==> src/inc/sps_pkg.sv <==
`default_nettype none
package sps_pkg;
   localparam logic [11:0] SPS_OFS_EVENT = 12'h000;
   localparam logic [11:0] SPS_OFS_MASK = 12'h004;
   localparam logic [11:0] SPS_OFS_STATE = 12'h008;
   localparam logic [11:0] SPS_OFS_FORCE = 12'h00C;
   localparam logic [11:0] SPS_OFS_CTRL = 12'h010;
   localparam logic [11:0] SPS_OFS_CARD = 12'h014;
   // socket state field positions
   localparam int SPS_B_SOCK_Y = 31;
   localparam int SPS_B_SOCK_X = 30;
   localparam int SPS_B_SOCK_3V3 = 29;
   localparam int SPS_B_SOCK_5V0 = 28;
   localparam int SPS_B_CARD_HI = 13;
   localparam int SPS_B_CARD_LO = 10;
   localparam int SPS_B_BADV = 9;
   localparam int SPS_B_LOSS = 8;
   localparam int SPS_B_UNREC = 7;
   localparam int SPS_B_IRQ = 6;
   localparam int SPS_B_WIDE = 5;
   localparam int SPS_B_NARROW = 4;
   localparam int SPS_B_PWR = 3;
   localparam int SPS_B_DET_B = 2;
   localparam int SPS_B_DET_A = 1;
   localparam int SPS_B_STS = 0;
   localparam int SPS_B_REINT = 14;
   // control register fields
   localparam int SPS_B_CTL_PWR = 0;
   localparam int SPS_B_CTL_BADV = 1;
   localparam int SPS_B_CTL_LOSS = 2;
   localparam int SPS_B_CTL_SOCK3 = 3;
   localparam int SPS_B_CTL_SOCK5 = 4;
   // detect bits match the idle-high pins, so no false event follows reset
   localparam logic [31:0] SPS_STATE_RST = 32'h3000_0006;
   localparam logic [3:0] SPS_EVENT_RST = 4'h0;
   localparam logic [3:0] SPS_MASK_RST = 4'h0;
   localparam logic [4:0] SPS_CTRL_RST = 5'h18;
   localparam int SPS_EV_W = 4;
   // interrogation hold time
   localparam int SPS_INTERROG_NS = 1000;
   localparam int SPS_CLK_PERIOD_NS = 5;
   localparam int SPS_INTERROG_CYC = SPS_INTERROG_NS / SPS_CLK_PERIOD_NS;
endpackage
`default_nettype wire

==> src/rtl/sps_socket_state.sv <==
// Behaviour
// [RL1] read-only status word at 08h, 3000_00XXh reset
// [RL2] lvl y/x socket bits read zero
// [RL3] 3v3/5v0 socket bits one unless overridden
// [RL4] bits 27 to 14 read zero
// [RL5] card supply bits update only at interrogation end or force write
// [RL6] bit 9 flags invalid supply request
// [RL7] bit 8 flags removal data loss
// [RL8] bit 7 unrecognised card, held until valid card
// [RL9] bit 6 live card irq pin level
// [RL10] bits 5/4 card type, change at interrogation
// [RL11] bit 3 socket power state
// [RL12] bits 2/1 detect pins, frozen while interrogating
// [RL13] bit 0 live status-change pin level
// [RL14] force-event writes appear in status bits
// [RL15] bit changes set sticky events, write-one clears
// [RL16] force write loads card voltage/type bits
// [RL17] reinterrogate bit starts new interrogation; ignored here while one is already running
// [RL18] card pins synchronised before use
//
// The APB interface to the registers was chosen for this implementation.
`timescale 1ns/1ps
`default_nettype none
module sps_socket_state #(
   parameter int INTERROG_CYC = sps_pkg::SPS_INTERROG_CYC
) (
   input wire logic i_mclk,
   input wire logic i_rstn,
   input wire logic i_psel,
   input wire logic i_penable,
   input wire logic i_pwrite,
   input wire logic [11:0] i_paddr,
   input wire logic [31:0] i_pwdata,
   input wire logic [3:0] i_pstrb,
   output logic o_pready,
   output logic [31:0] o_prdata,
   output logic o_pslverr,
   input wire logic i_card_irq_pin,
   input wire logic i_detect_a_pin,
   input wire logic i_detect_b_pin,
   input wire logic i_status_change_pin,
   input wire logic [3:0] i_card_supply_caps,
   input wire logic i_card_wide_bus,
   input wire logic i_card_narrow,
   input wire logic i_card_unknown,
   input wire logic i_cycle_pending,
   output logic o_irq,
   output logic [31:0] o_socket_state
);
   import sps_pkg::*;

   typedef enum logic [1:0] {
      SPS_IDLE = 2'b01,
      SPS_INTERROG = 2'b10
   } sps_state_e;

   localparam int CW = $clog2(INTERROG_CYC + 1);

   logic [2:0] sync_irq, sync_da, sync_db, sync_sts;
   logic [2:0] next_sync_irq, next_sync_da, next_sync_db, next_sync_sts;
   logic lvl_irq, lvl_da, lvl_db, lvl_sts;
   logic next_lvl_irq, next_lvl_da, next_lvl_db, next_lvl_sts;
   sps_state_e state, next_state;
   logic [CW-1:0] cnt, next_cnt;
   logic [31:0] stat, next_stat;
   logic [3:0] event_q, next_event;
   logic [3:0] mask_q, next_mask;
   logic [4:0] ctrl, next_ctrl;
   logic [31:0] rdata, next_rdata;
   logic ready, next_ready, slverr, next_slverr, irq, next_irq;
   logic wr;
   logic [3:0] chg;

   // write hit on a register held in byte lane 0
   function automatic logic low_wr(input logic w, input logic [11:0] a, input logic [11:0] ofs,
                                   input logic [3:0] st);
      low_wr = w && (a == ofs) && st[0];
   endfunction

   // new level counts once stages two and three agree
   function automatic logic filt(input logic [2:0] s, input logic cur);
      filt = (s[1] == s[2]) ? s[2] : cur;
   endfunction

   // masked write helper honouring byte strobes
   function automatic logic [31:0] strb_mask(input logic [3:0] st);
      strb_mask = {{8{st[3]}}, {8{st[2]}}, {8{st[1]}}, {8{st[0]}}};
   endfunction

   always_comb begin
      next_sync_irq = {sync_irq[1:0], i_card_irq_pin}; // RL18
      next_sync_da = {sync_da[1:0], i_detect_a_pin}; // RL18
      next_sync_db = {sync_db[1:0], i_detect_b_pin}; // RL18
      next_sync_sts = {sync_sts[1:0], i_status_change_pin}; // RL18
      next_lvl_irq = filt(sync_irq, lvl_irq);
      next_lvl_da = filt(sync_da, lvl_da);
      next_lvl_db = filt(sync_db, lvl_db);
      next_lvl_sts = filt(sync_sts, lvl_sts);
   end

   assign wr = i_psel && i_penable && i_pwrite && ready;

   logic [31:0] wmask, fdata;
   logic force_wr, insert, run_interrog;
   assign wmask = strb_mask(i_pstrb);
   assign fdata = i_pwdata & wmask;
   assign force_wr = wr && (i_paddr == SPS_OFS_FORCE);
   // insertion: both detects low after at least one was high
   assign insert = !next_lvl_da && !next_lvl_db && (lvl_da || lvl_db);
   assign run_interrog = insert || (force_wr && fdata[SPS_B_REINT]); // RL17

   always_comb begin
      next_state = state;
      next_cnt = cnt;
      unique case (state)
         SPS_IDLE: begin
            if (run_interrog) begin
               next_state = SPS_INTERROG;
               next_cnt = CW'(INTERROG_CYC);
            end
         end
         SPS_INTERROG: begin
            if (cnt <= CW'(1)) begin
               next_state = SPS_IDLE;
               next_cnt = '0;
            end else begin
               next_cnt = cnt - CW'(1);
            end
         end
      endcase
   end

   logic done;
   assign done = (state == SPS_INTERROG) && (cnt <= CW'(1));

   always_comb begin
      next_ctrl = ctrl;
      if (low_wr(wr, i_paddr, SPS_OFS_CTRL, i_pstrb)) begin
         next_ctrl = i_pwdata[4:0];
      end
   end

   always_comb begin
      next_stat = stat;
      next_stat[SPS_B_SOCK_Y] = 1'b0; // RL2
      next_stat[SPS_B_SOCK_X] = 1'b0; // RL2
      next_stat[SPS_B_SOCK_3V3] = ctrl[SPS_B_CTL_SOCK3]; // RL3
      next_stat[SPS_B_SOCK_5V0] = ctrl[SPS_B_CTL_SOCK5]; // RL3
      next_stat[27:14] = '0; // RL4
      next_stat[SPS_B_BADV] = ctrl[SPS_B_CTL_BADV] | stat[SPS_B_BADV]; // RL6
      // loss on removal with a pending cycle
      if ((next_lvl_da || next_lvl_db) && !lvl_da && !lvl_db && i_cycle_pending) begin
         next_stat[SPS_B_LOSS] = 1'b1; // RL7
      end
      if (ctrl[SPS_B_CTL_LOSS]) begin
         next_stat[SPS_B_LOSS] = 1'b1; // RL7
      end
      if (done) begin
         next_stat[SPS_B_CARD_HI:SPS_B_CARD_LO] = i_card_supply_caps; // RL5
         next_stat[SPS_B_WIDE] = i_card_wide_bus; // RL10
         next_stat[SPS_B_NARROW] = i_card_narrow; // RL10
         if (i_card_unknown) begin
            next_stat[SPS_B_UNREC] = 1'b1; // RL8
         end else if (i_card_wide_bus || i_card_narrow) begin
            next_stat[SPS_B_UNREC] = 1'b0; // RL8
         end
      end
      next_stat[SPS_B_IRQ] = lvl_irq; // RL9
      next_stat[SPS_B_PWR] = ctrl[SPS_B_CTL_PWR]; // RL11
      if (state != SPS_INTERROG) begin
         next_stat[SPS_B_DET_B] = lvl_db; // RL12
         next_stat[SPS_B_DET_A] = lvl_da; // RL12
      end
      next_stat[SPS_B_STS] = lvl_sts; // RL13
      if (force_wr) begin
         next_stat[SPS_B_CARD_HI:SPS_B_CARD_LO] = fdata[SPS_B_CARD_HI:SPS_B_CARD_LO]; // RL16 RL14
         next_stat[SPS_B_BADV] = fdata[SPS_B_BADV]; // RL14
         next_stat[SPS_B_LOSS] = fdata[SPS_B_LOSS]; // RL14
         next_stat[SPS_B_UNREC] = fdata[SPS_B_UNREC]; // RL14
         next_stat[SPS_B_WIDE] = fdata[SPS_B_WIDE]; // RL16 RL14
         next_stat[SPS_B_NARROW] = fdata[SPS_B_NARROW]; // RL16 RL14
      end
   end

   assign chg = {next_stat[SPS_B_PWR] ^ stat[SPS_B_PWR], next_stat[SPS_B_DET_B] ^ stat[SPS_B_DET_B],
                 next_stat[SPS_B_DET_A] ^ stat[SPS_B_DET_A], next_stat[SPS_B_STS] ^ stat[SPS_B_STS]};

   always_comb begin
      next_event = event_q;
      if (low_wr(wr, i_paddr, SPS_OFS_EVENT, i_pstrb)) begin
         next_event = event_q & ~i_pwdata[SPS_EV_W-1:0]; // RL15
      end
      next_event = next_event | chg; // RL15
      if (force_wr) begin
         next_event = next_event | fdata[SPS_EV_W-1:0]; // RL14
      end
      next_mask = mask_q;
      if (low_wr(wr, i_paddr, SPS_OFS_MASK, i_pstrb)) begin
         next_mask = i_pwdata[SPS_EV_W-1:0];
      end
      next_irq = |(next_event & next_mask);
   end

   always_comb begin
      next_ready = 1'b0;
      next_rdata = rdata;
      next_slverr = 1'b0;
      if (i_psel && !ready) begin
         next_ready = 1'b1;
         unique case (i_paddr)
            SPS_OFS_EVENT: next_rdata = {28'h0, event_q};
            SPS_OFS_MASK: next_rdata = {28'h0, mask_q};
            SPS_OFS_STATE: next_rdata = stat; // RL1
            SPS_OFS_FORCE: next_rdata = 32'h0;
            SPS_OFS_CTRL: next_rdata = {27'h0, ctrl};
            SPS_OFS_CARD: next_rdata = {31'h0, state == SPS_INTERROG};
            default: begin
               next_rdata = 32'h0;
               next_slverr = 1'b1;
            end
         endcase
      end
      if (!i_psel) begin
         next_rdata = 32'h0;
      end
   end

   always_ff @(posedge i_mclk) begin
      if (!i_rstn) begin
         sync_irq <= 3'h0;
         sync_da <= 3'h7;
         sync_db <= 3'h7;
         sync_sts <= 3'h0;
         lvl_irq <= 1'b0;
         lvl_da <= 1'b1;
         lvl_db <= 1'b1;
         lvl_sts <= 1'b0;
         state <= SPS_IDLE;
         cnt <= '0;
         stat <= SPS_STATE_RST; // RL1
         event_q <= SPS_EVENT_RST;
         mask_q <= SPS_MASK_RST;
         ctrl <= SPS_CTRL_RST;
         rdata <= 32'h0;
         ready <= 1'b0;
         slverr <= 1'b0;
         irq <= 1'b0;
      end else begin
         sync_irq <= next_sync_irq;
         sync_da <= next_sync_da;
         sync_db <= next_sync_db;
         sync_sts <= next_sync_sts;
         lvl_irq <= next_lvl_irq;
         lvl_da <= next_lvl_da;
         lvl_db <= next_lvl_db;
         lvl_sts <= next_lvl_sts;
         state <= next_state;
         cnt <= next_cnt;
         stat <= next_stat;
         event_q <= next_event;
         mask_q <= next_mask;
         ctrl <= next_ctrl;
         rdata <= next_rdata;
         ready <= next_ready;
         slverr <= next_slverr;
         irq <= next_irq;
      end
   end

   assign o_pready = ready;
   assign o_prdata = rdata;
   assign o_pslverr = slverr;
   assign o_irq = irq;
   assign o_socket_state = stat;
endmodule
`default_nettype wire

==> config.mk <==
export PLATFORM = sky130hd
export DESIGN_NAME = sps_socket_state
export DESIGN_NICKNAME = d
export VERILOG_FILES = /design/src/inc/sps_pkg.sv /design/src/rtl/sps_socket_state.sv
export SDC_FILE = /design/constraint.sdc
export NUM_CORES = 1
export LEC_CHECK = 0
export BUFFER_PORTS_ARGS = -buffer_cell sky130_fd_sc_hd__buf_2
export CORE_MARGIN = 2
export CORE_UTILIZATION = 49
export DETAILED_ROUTE_END_ITERATION = 10
export GPL_ROUTABILITY_DRIVEN = 0
export PLACE_DENSITY = 0.79
export SLEW_MARGIN = 40
export SYNTH_ARGS = -nofsm -noshare
export SYNTH_HDL_FRONTEND = slang
export SYNTH_SLANG_ARGS = --single-unit
==> constraint.sdc <==
create_clock -name i_mclk -period 2.5 [get_ports i_mclk]
set_input_delay 0.25 -clock i_mclk [delete_from_list [all_inputs] [get_ports i_mclk]]
set_output_delay 0.25 -clock i_mclk [all_outputs]
set_load 0.02 [all_outputs]
==> results of run 1 <==
[state kept, by name, summed over array words and instances, names as in the netlist, 2 cells and up]
signal,flops
ctrl,5
sync_sts,3
sync_db,3
cnt,8
event_q,4
sync_irq,3
state,2
sync_da,3
o_prdata,16
mask_q,4
o_socket_state,16
[critical path, cell delays in order, from the launching register on]
cell	delay (ns)
dfxtp_1	0.37
nand4_4	0.13
or2_1	0.27
or4_1	0.66
mux2i_1	0.26
o22ai_1	0.10
o21a_1	0.18
[logic make-up after synthesis]
family,count (synthesis),synth area share (%)
mux,18,5.80
simple gates,132,21.8
xor+xnor,4,1.04
fa+ha+maj,3,1.04
flops,74,44.0
compound gates,80,15.9
buf+inv,58,10.3
other cells,1,0.111
[worst paths after layout]
check	to	cells past startpoint
min	sync_db[0]	2
max	o_irq	6
min reg2reg	sync_db[1]	1
max reg2reg	o_irq	6
[Yosys cell counts (2+ instances only)]
| cell | instances |
|---|---|
| nor3_1 | 4 |
| inv_1 | 9 |
| and2b_1 | 3 |
| nor2b_1 | 15 |
| nor2_1 | 32 |
| dfxtp_1 | 74 |
| mux2i_1 | 15 |
| ha_1 | 2 |
| buf_4 | 32 |
| xnor2_1 | 4 |
| o21ai_0 | 23 |
| a221oi_1 | 4 |
| buf_2 | 2 |
| a22oi_1 | 13 |
| and2_1 | 14 |
| nor4_1 | 3 |
| a21o_1 | 3 |
| o22ai_1 | 2 |
| nand2b_1 | 12 |
| or3_1 | 2 |
| nand3b_1 | 3 |
| a21boi_0 | 5 |
| a21oi_1 | 13 |
| a211o_1 | 2 |
| nand2_1 | 23 |
| nor4_2 | 2 |
| nand3_1 | 11 |
| clkbuf_1 | 13 |
| or2_2 | 2 |
| mux2_2 | 2 |
[routing by layer]
metal | vias up | track usage (%)
li1 | 1378 | -
met1 | 1323 | 26.1
met4 | 0 | 7.95
met3 | 13 | 5.12
met5 | - | 0
met2 | 99 | 34.6
[stage by stage]
stage | instance area (um2) | setup slack (ns) | power, mW
2_1_floorplan | 3480 | 0.343 | 1.41
3_3_place_gp | 3730 | 0.343 | 1.43
3_5_place_dp | 3730 | 0.308 | 1.43
4_1_cts | 3940 | 0.419 | 2.40
5_1_grt | 3940 | 0.285 | 2.48
6_report | 3940 | 0.406 | 2.39
[area by class of cell]
cell class / instances / area, um2 / area share [%]
Timing Repair Buffer: 87 / 455 / 11.6
Clock inverter: 6 / 82.6 / 2.10
Inverter: 9 / 33.8 / 0.859
Sequential cell: 74 / 1480 / 37.6
Clock buffer: 9 / 124 / 3.15
Multi-Input combinational cell: 269 / 1660 / 42.1
Tap cell: 80 / 100 / 2.54
[power by group]
part / switching (mW) / total [mW] / internal [mW]
clock network: 0.429 / 0.979 / 0.551
registers: 0.0130 / 1.21 / 1.20
logic: 0.133 / 0.200 / 0.0670
==> flow_metrics.py, run 1 <==
metrics = {
    "outcome": {
        "status": "complete, no violations",
    },
    "die": {
        "die_h_um": 86.9,
        "fp-row-count": 30,
        "die_area_mm2": 0.00755,
        "core_area_mm2": 0.00672,
        "fp.dieW_um": 86.9,
        "start_util_pct": 50.1,
        "io-pin-count": 132,
    },
    "pwr": {
        "power_density_mw_per_mm2": 608,
        "ir_worst_vdd_uv": 518,
        "p_leak_nw": 1.70,
    },
    "timing": {
        "period_minus_slack_ns": 2.09,
        "fin_worst_skew_ns": 0.00712,
        "finalSetupTns_ns": 0,
        "worstMarginPinSlew_ns": 0.738,
        "rsz0062_at_grt": "no",
        "max_slew_margin_pct": 50.3,
        "fin_crit_sh_pct": 83.8,
        "fmax_mhz": 478,
        "hold_viol_final": 0,
        "setup_violations": 0,
        "worst_hold_slack_ns": 0.0874,
        "maxSlewViolCount": 0,
    },
    "synth": {
        "synth_area_leaders": "dfxtp_1 (44%), buf_4 (7.1%), mux2i_1 (4.5%)",
        "syn_area_mm2": 0.00336,
        "ys_ff_latch": 74,
        "synth_edf_count": 0,
        "ys.flop_type": "dfxtp_1",
        "async_reset_ff_share_pct": 0,
        "synth.distinct_cells": 56,
        "synth.avg_cell_area_um2": 9.09,
        "synth-seq-area-share_pct": 44.0,
        "syn_inst": 370,
        "yosysTopAreaCellShare_pct": 44.0,
        "synth.largest_area_cell": "dfxtp_1",
        "yosysWarnings": 0,
    },
    "clock_network": {
        "ctsHoldBuffers": 0,
        "cts.path.max_buffers": 2,
        "cts_resized": 0,
        "htree_levels": 3,
        "cts_root_buffer": "clkbuf_8",
        "numCtsBuffers": 9,
        "cts_tree": "built",
        "cts_setup_buffers": 0,
        "clock_sinks": 74,
        "insertion_delay_ns": 0.35,
        "path_clk_slew_ns": 0.07,
    },
    "setup_path": {
        "crit_path_end_kind": "flip-flop",
        "rrSetupSlack_ns": 0.41,
        "cp.required_ns": 2.74,
        "crit_fanout": 4,
        "start_kind": "flip-flop",
        "crit_start": "o_pready",
        "rr_startpoint": "o_pready",
        "critPathKind": "reg2reg",
        "cp.arrival_ns": 2.33,
    },
    "drt": {
        "vias_per_cell": 5.27,
        "wl_met3_um": 417,
        "wl_met2_um": 3770,
        "drc_errors": 0,
        "m1WireLength_um": 3300,
        "via_count": 2813,
        "highest_layer": "met4",
        "ant_nets": 0,
        "drt_first_pass_iters": 4,
        "wl_per_cell_um": 14.2,
        "wl_um": 7610,
        "drtIter0Drc": 172,
    },
    "global_route": {
        "overflow": 0,
        "grt_pass1_vias": 2615,
        "grt_pass1_wl_um": 12200,
        "antenna_found_initial": 0,
        "grt_max_degree": 36,
        "grt_usage_pct": 20.8,
    },
    "final_layout": {
        "drive_gt1_share_pct": 25.1,
        "antenna_cells": 0,
        "synthToLayoutAreaGrowth_pct": 17.0,
        "fin_util_pct": 58.6,
        "fin_nets": 517,
        "layout.cells.non_filler": 534,
        "fill_cells": 595,
        "final_common_cell": "buf_2",
        "final_cell_mix": "buf_2 (79), dfxtp_1 (74), nor2_1 (32), conb_1 (32)",
    },
    "worst_hold_path": {
        "hp-start": "i_detect_b_pin",
        "min_path_type": "in2reg",
    },
    "place": {
        "placed_cells": 519,
        "io_buffers": 79,
        "dp_hpwl_um": 5620,
    },
    "run": {
        "maxCapViolCount": 0,
    },
}
(Power assumes the default switching activity.)
==> run 2, diff against run 1 <==
- ABC_AREA: default -> 1
- PLACE_DENSITY: 0.79 -> 0.78
- clock period: 2.5 -> 2.1 ns (I/O delays scaled with it)
==> flow_metrics.py, run 2 <==
metrics = {
    "drt": {
        "via_count": 3353,
        "drc_errors": 0,
        "wl_per_cell_um": 12.4,
        "wl_um": 8380,
        "ant_nets": 0,
        "vias_per_cell": 4.97,
        "drtIter0Drc": 288,
        "drt_first_pass_iters": 5,
    },
    "timing": {
        "maxSlewViolCount": 0,
        "setup_violations": 0,
        "worstMarginPinSlew_ns": 0.682,
        "max_slew_margin_pct": 54.5,
        "period_minus_slack_ns": 1.76,
        "finalSetupTns_ns": 0,
        "fmax_mhz": 568,
        "fin_worst_skew_ns": 0.0125,
        "fin_crit_sh_pct": 83.8,
        "hold_viol_final": 0,
        "rsz0062_at_grt": "no",
    },
    "setup_path": {
        "start_kind": "flip-flop",
        "crit_fanout": 14,
        "cpPeakStageDelay_ns": 0.44,
        "cp_top_family": "simple AND/OR/NAND/NOR gates",
        "crit_path_end_kind": "flip-flop",
        "cp.arrival_ns": 2.00,
        "critPathKind": "reg2reg",
        "crit_chain": "inv_1, nor2_4, nand4_2, nand3_2, o21ai_1, nand3_1, nand2_1",
        "critPathBufInv": 1,
        "cp_slowest_cell": "dfxtp_1",
        "reg2reg_depth": 7,
        "crit_cells": 7,
        "cp.required_ns": 2.34,
    },
    "synth": {
        "syn_area_mm2": 0.00364,
        "synth_area_leaders": "dfxtp_1 (41%), nand2_1 (11%), inv_1 (6.9%)",
        "yosysTopAreaCellShare_pct": 40.7,
        "async_reset_ff_share_pct": 0,
        "synth_commonest_cells": "nand2_1 (106), dfxtp_1 (74), inv_1 (67)",
        "ys.flop_type": "dfxtp_1",
        "yosysWarnings": 0,
        "synth.distinct_cells": 38,
        "synth.most_common_cell": "nand2_1",
        "ys_ff_latch": 74,
        "syn_inst": 492,
        "synth.avg_cell_area_um2": 7.41,
        "synth_edf_count": 0,
        "synth-seq-area-share_pct": 40.7,
        "synth.largest_area_cell": "dfxtp_1",
    },
    "clock_network": {
        "cts_resized": 0,
        "cts_root_buffer": "clkbuf_8",
        "ctsHoldBuffers": 0,
        "cts_tree": "built",
        "clock_sinks": 74,
        "insertion_delay_ns": 0.35,
        "cts_setup_buffers": 0,
        "cts.path.max_buffers": 2,
        "path_clk_slew_ns": 0.09,
        "htree_levels": 3,
        "numCtsBuffers": 9,
    },
    "pwr": {
        "intPower_mw": 2.08,
        "p_leak_nw": 2.17,
        "p_switching_uw": 806,
        "pwr-share-comb_pct": 10.5,
        "power_mw": 2.89,
        "power_density_mw_per_mm2": 690,
        "swShare_pct": 27.9,
        "pwr-share-seq_pct": 50.4,
        "ir_worst_vdd_uv": 363,
        "p_clk_share_pct": 39.1,
    },
    "place": {
        "dp_hpwl_um": 6360,
        "io_buffers": 79,
    },
    "final_layout": {
        "final_common_cell": "nand2_1",
        "multi_input_area_mm2": 0.00171,
        "drive_gt1_share_pct": 22.7,
        "fin_nets": 638,
        "final_cell_mix": "nand2_1 (106), buf_2 (79), dfxtp_1 (74)",
        "register_area_mm2": 0.00148,
        "antenna_cells": 0,
        "synthToLayoutAreaGrowth_pct": 14.9,
        "fill_cells": 658,
    },
    "die": {
        "io-pin-count": 132,
        "fp.dieW_um": 90.2,
        "core_area_mm2": 0.00721,
        "die_h_um": 90.2,
        "start_util_pct": 50.5,
        "fp-row-count": 31,
        "die_area_mm2": 0.00814,
    },
    "global_route": {
        "grt_pass1_wl_um": 14000,
        "met3_usage_pct": 5.36,
        "met2_usage_pct": 35.0,
        "antenna_found_initial": 0,
        "grt_pass1_vias": 3076,
        "grt_max_degree": 30,
        "overflow": 0,
        "grt_usage_pct": 21.1,
        "grt_most_used_layer": "met2",
        "grt_util_met1_pct": 26.6,
    },
    "run": {
        "maxCapViolCount": 0,
    },
    "outcome": {
        "status": "complete, no violations",
    },
    "worst_hold_path": {
        "min_path_type": "in2reg",
        "holdPathStages": 3,
    },
}
==> run 2: cell count changes in the layout (fill, tap and decap cells not counted), sizes merged, moves of 13 or more <==
cell and change:
mux2i -15, nor2b -15, nand2 +89, inv +62
a22oi -13, and2 -13, a21oi +29, nand4 +16
o21ai +25
==> run 2: final timing paths <==
| path | to | slack, ns | from |
|---|---|---|---|
| max | cnt[3] | 0.34 | o_pready |
| min | sync_sts[0] | 0.04 | i_status_change_pin |
| max reg2reg | cnt[3] | 0.34 | o_pready |
| min reg2reg | sync_db[1] | 0.42 | sync_db[0] |
==> run 2: cell families after synthesis <==
family	Yosys count	synth area share (%)
DFF	74	40.7
AOI/OAI and AO/OA	103	15.0
buffers and inverters	112	15.5
adders and majority gates	2	0.687
other	1	0.103
and+or+nand+nor	197	27.3
xor gates and xnor gates	3	0.721
==> run 2: tightest hold or removal path, delay by kind of cell <==
| family | cells | cell delay [ns] |
|---|---|---|
| buffers and inverters | 2 | 0.11 |
| and+or+nand+nor | 1 | 0.04 |
==> run 2: area by class of cell <==
type                    instances  share of cell area, %
flip-flops and latches         74                   35.4
inverters                      69                   6.25
multi-input cells             337                   41.0
repair buffers                 80                   9.63
clock inverters                 7                   1.85
clock buffers                   9                   2.96
well taps                      99                   2.96
==> run 2: power groups by stage <==
stage / combinational, mW / sequential [mW] / clock (mW)
floorplan: 0.230 / 1.50 / 0
global placement: 0.293 / 1.49 / 0
global route: 0.334 / 1.46 / 1.21
detailed placement: 0.298 / 1.49 / 0
CTS: 0.302 / 1.46 / 1.14
finish: 0.304 / 1.46 / 1.13
==> run 2: metal layers <==
| metal | up-vias | wire (um) | share of wire (%) |
|---|---|---|---|
| met4 | 0 | 165 | 2.0 |
| li1 | 1692 | - | - |
| met5 | - | 0 | 0 |
| met2 | 131 | 3970 | 47 |
| met1 | 1514 | 3600 | 43 |
| met3 | 16 | 645 | 7.7 |
==> run 2: metrics by stage <==
step	utilization, %	std cells	instance area, um2	hold slack, ns	setup slack (ns)
floorplan	-	523	3760	0.308	0.590
global placement	55.2	659	3980	0.394	0.423
detailed placement	55.2	659	3980	0.398	0.376
CTS	58.0	675	4190	0.0369	0.366
global route	58.0	675	4190	0.0332	0.222
finish	58.0	675	4190	0.0444	0.340
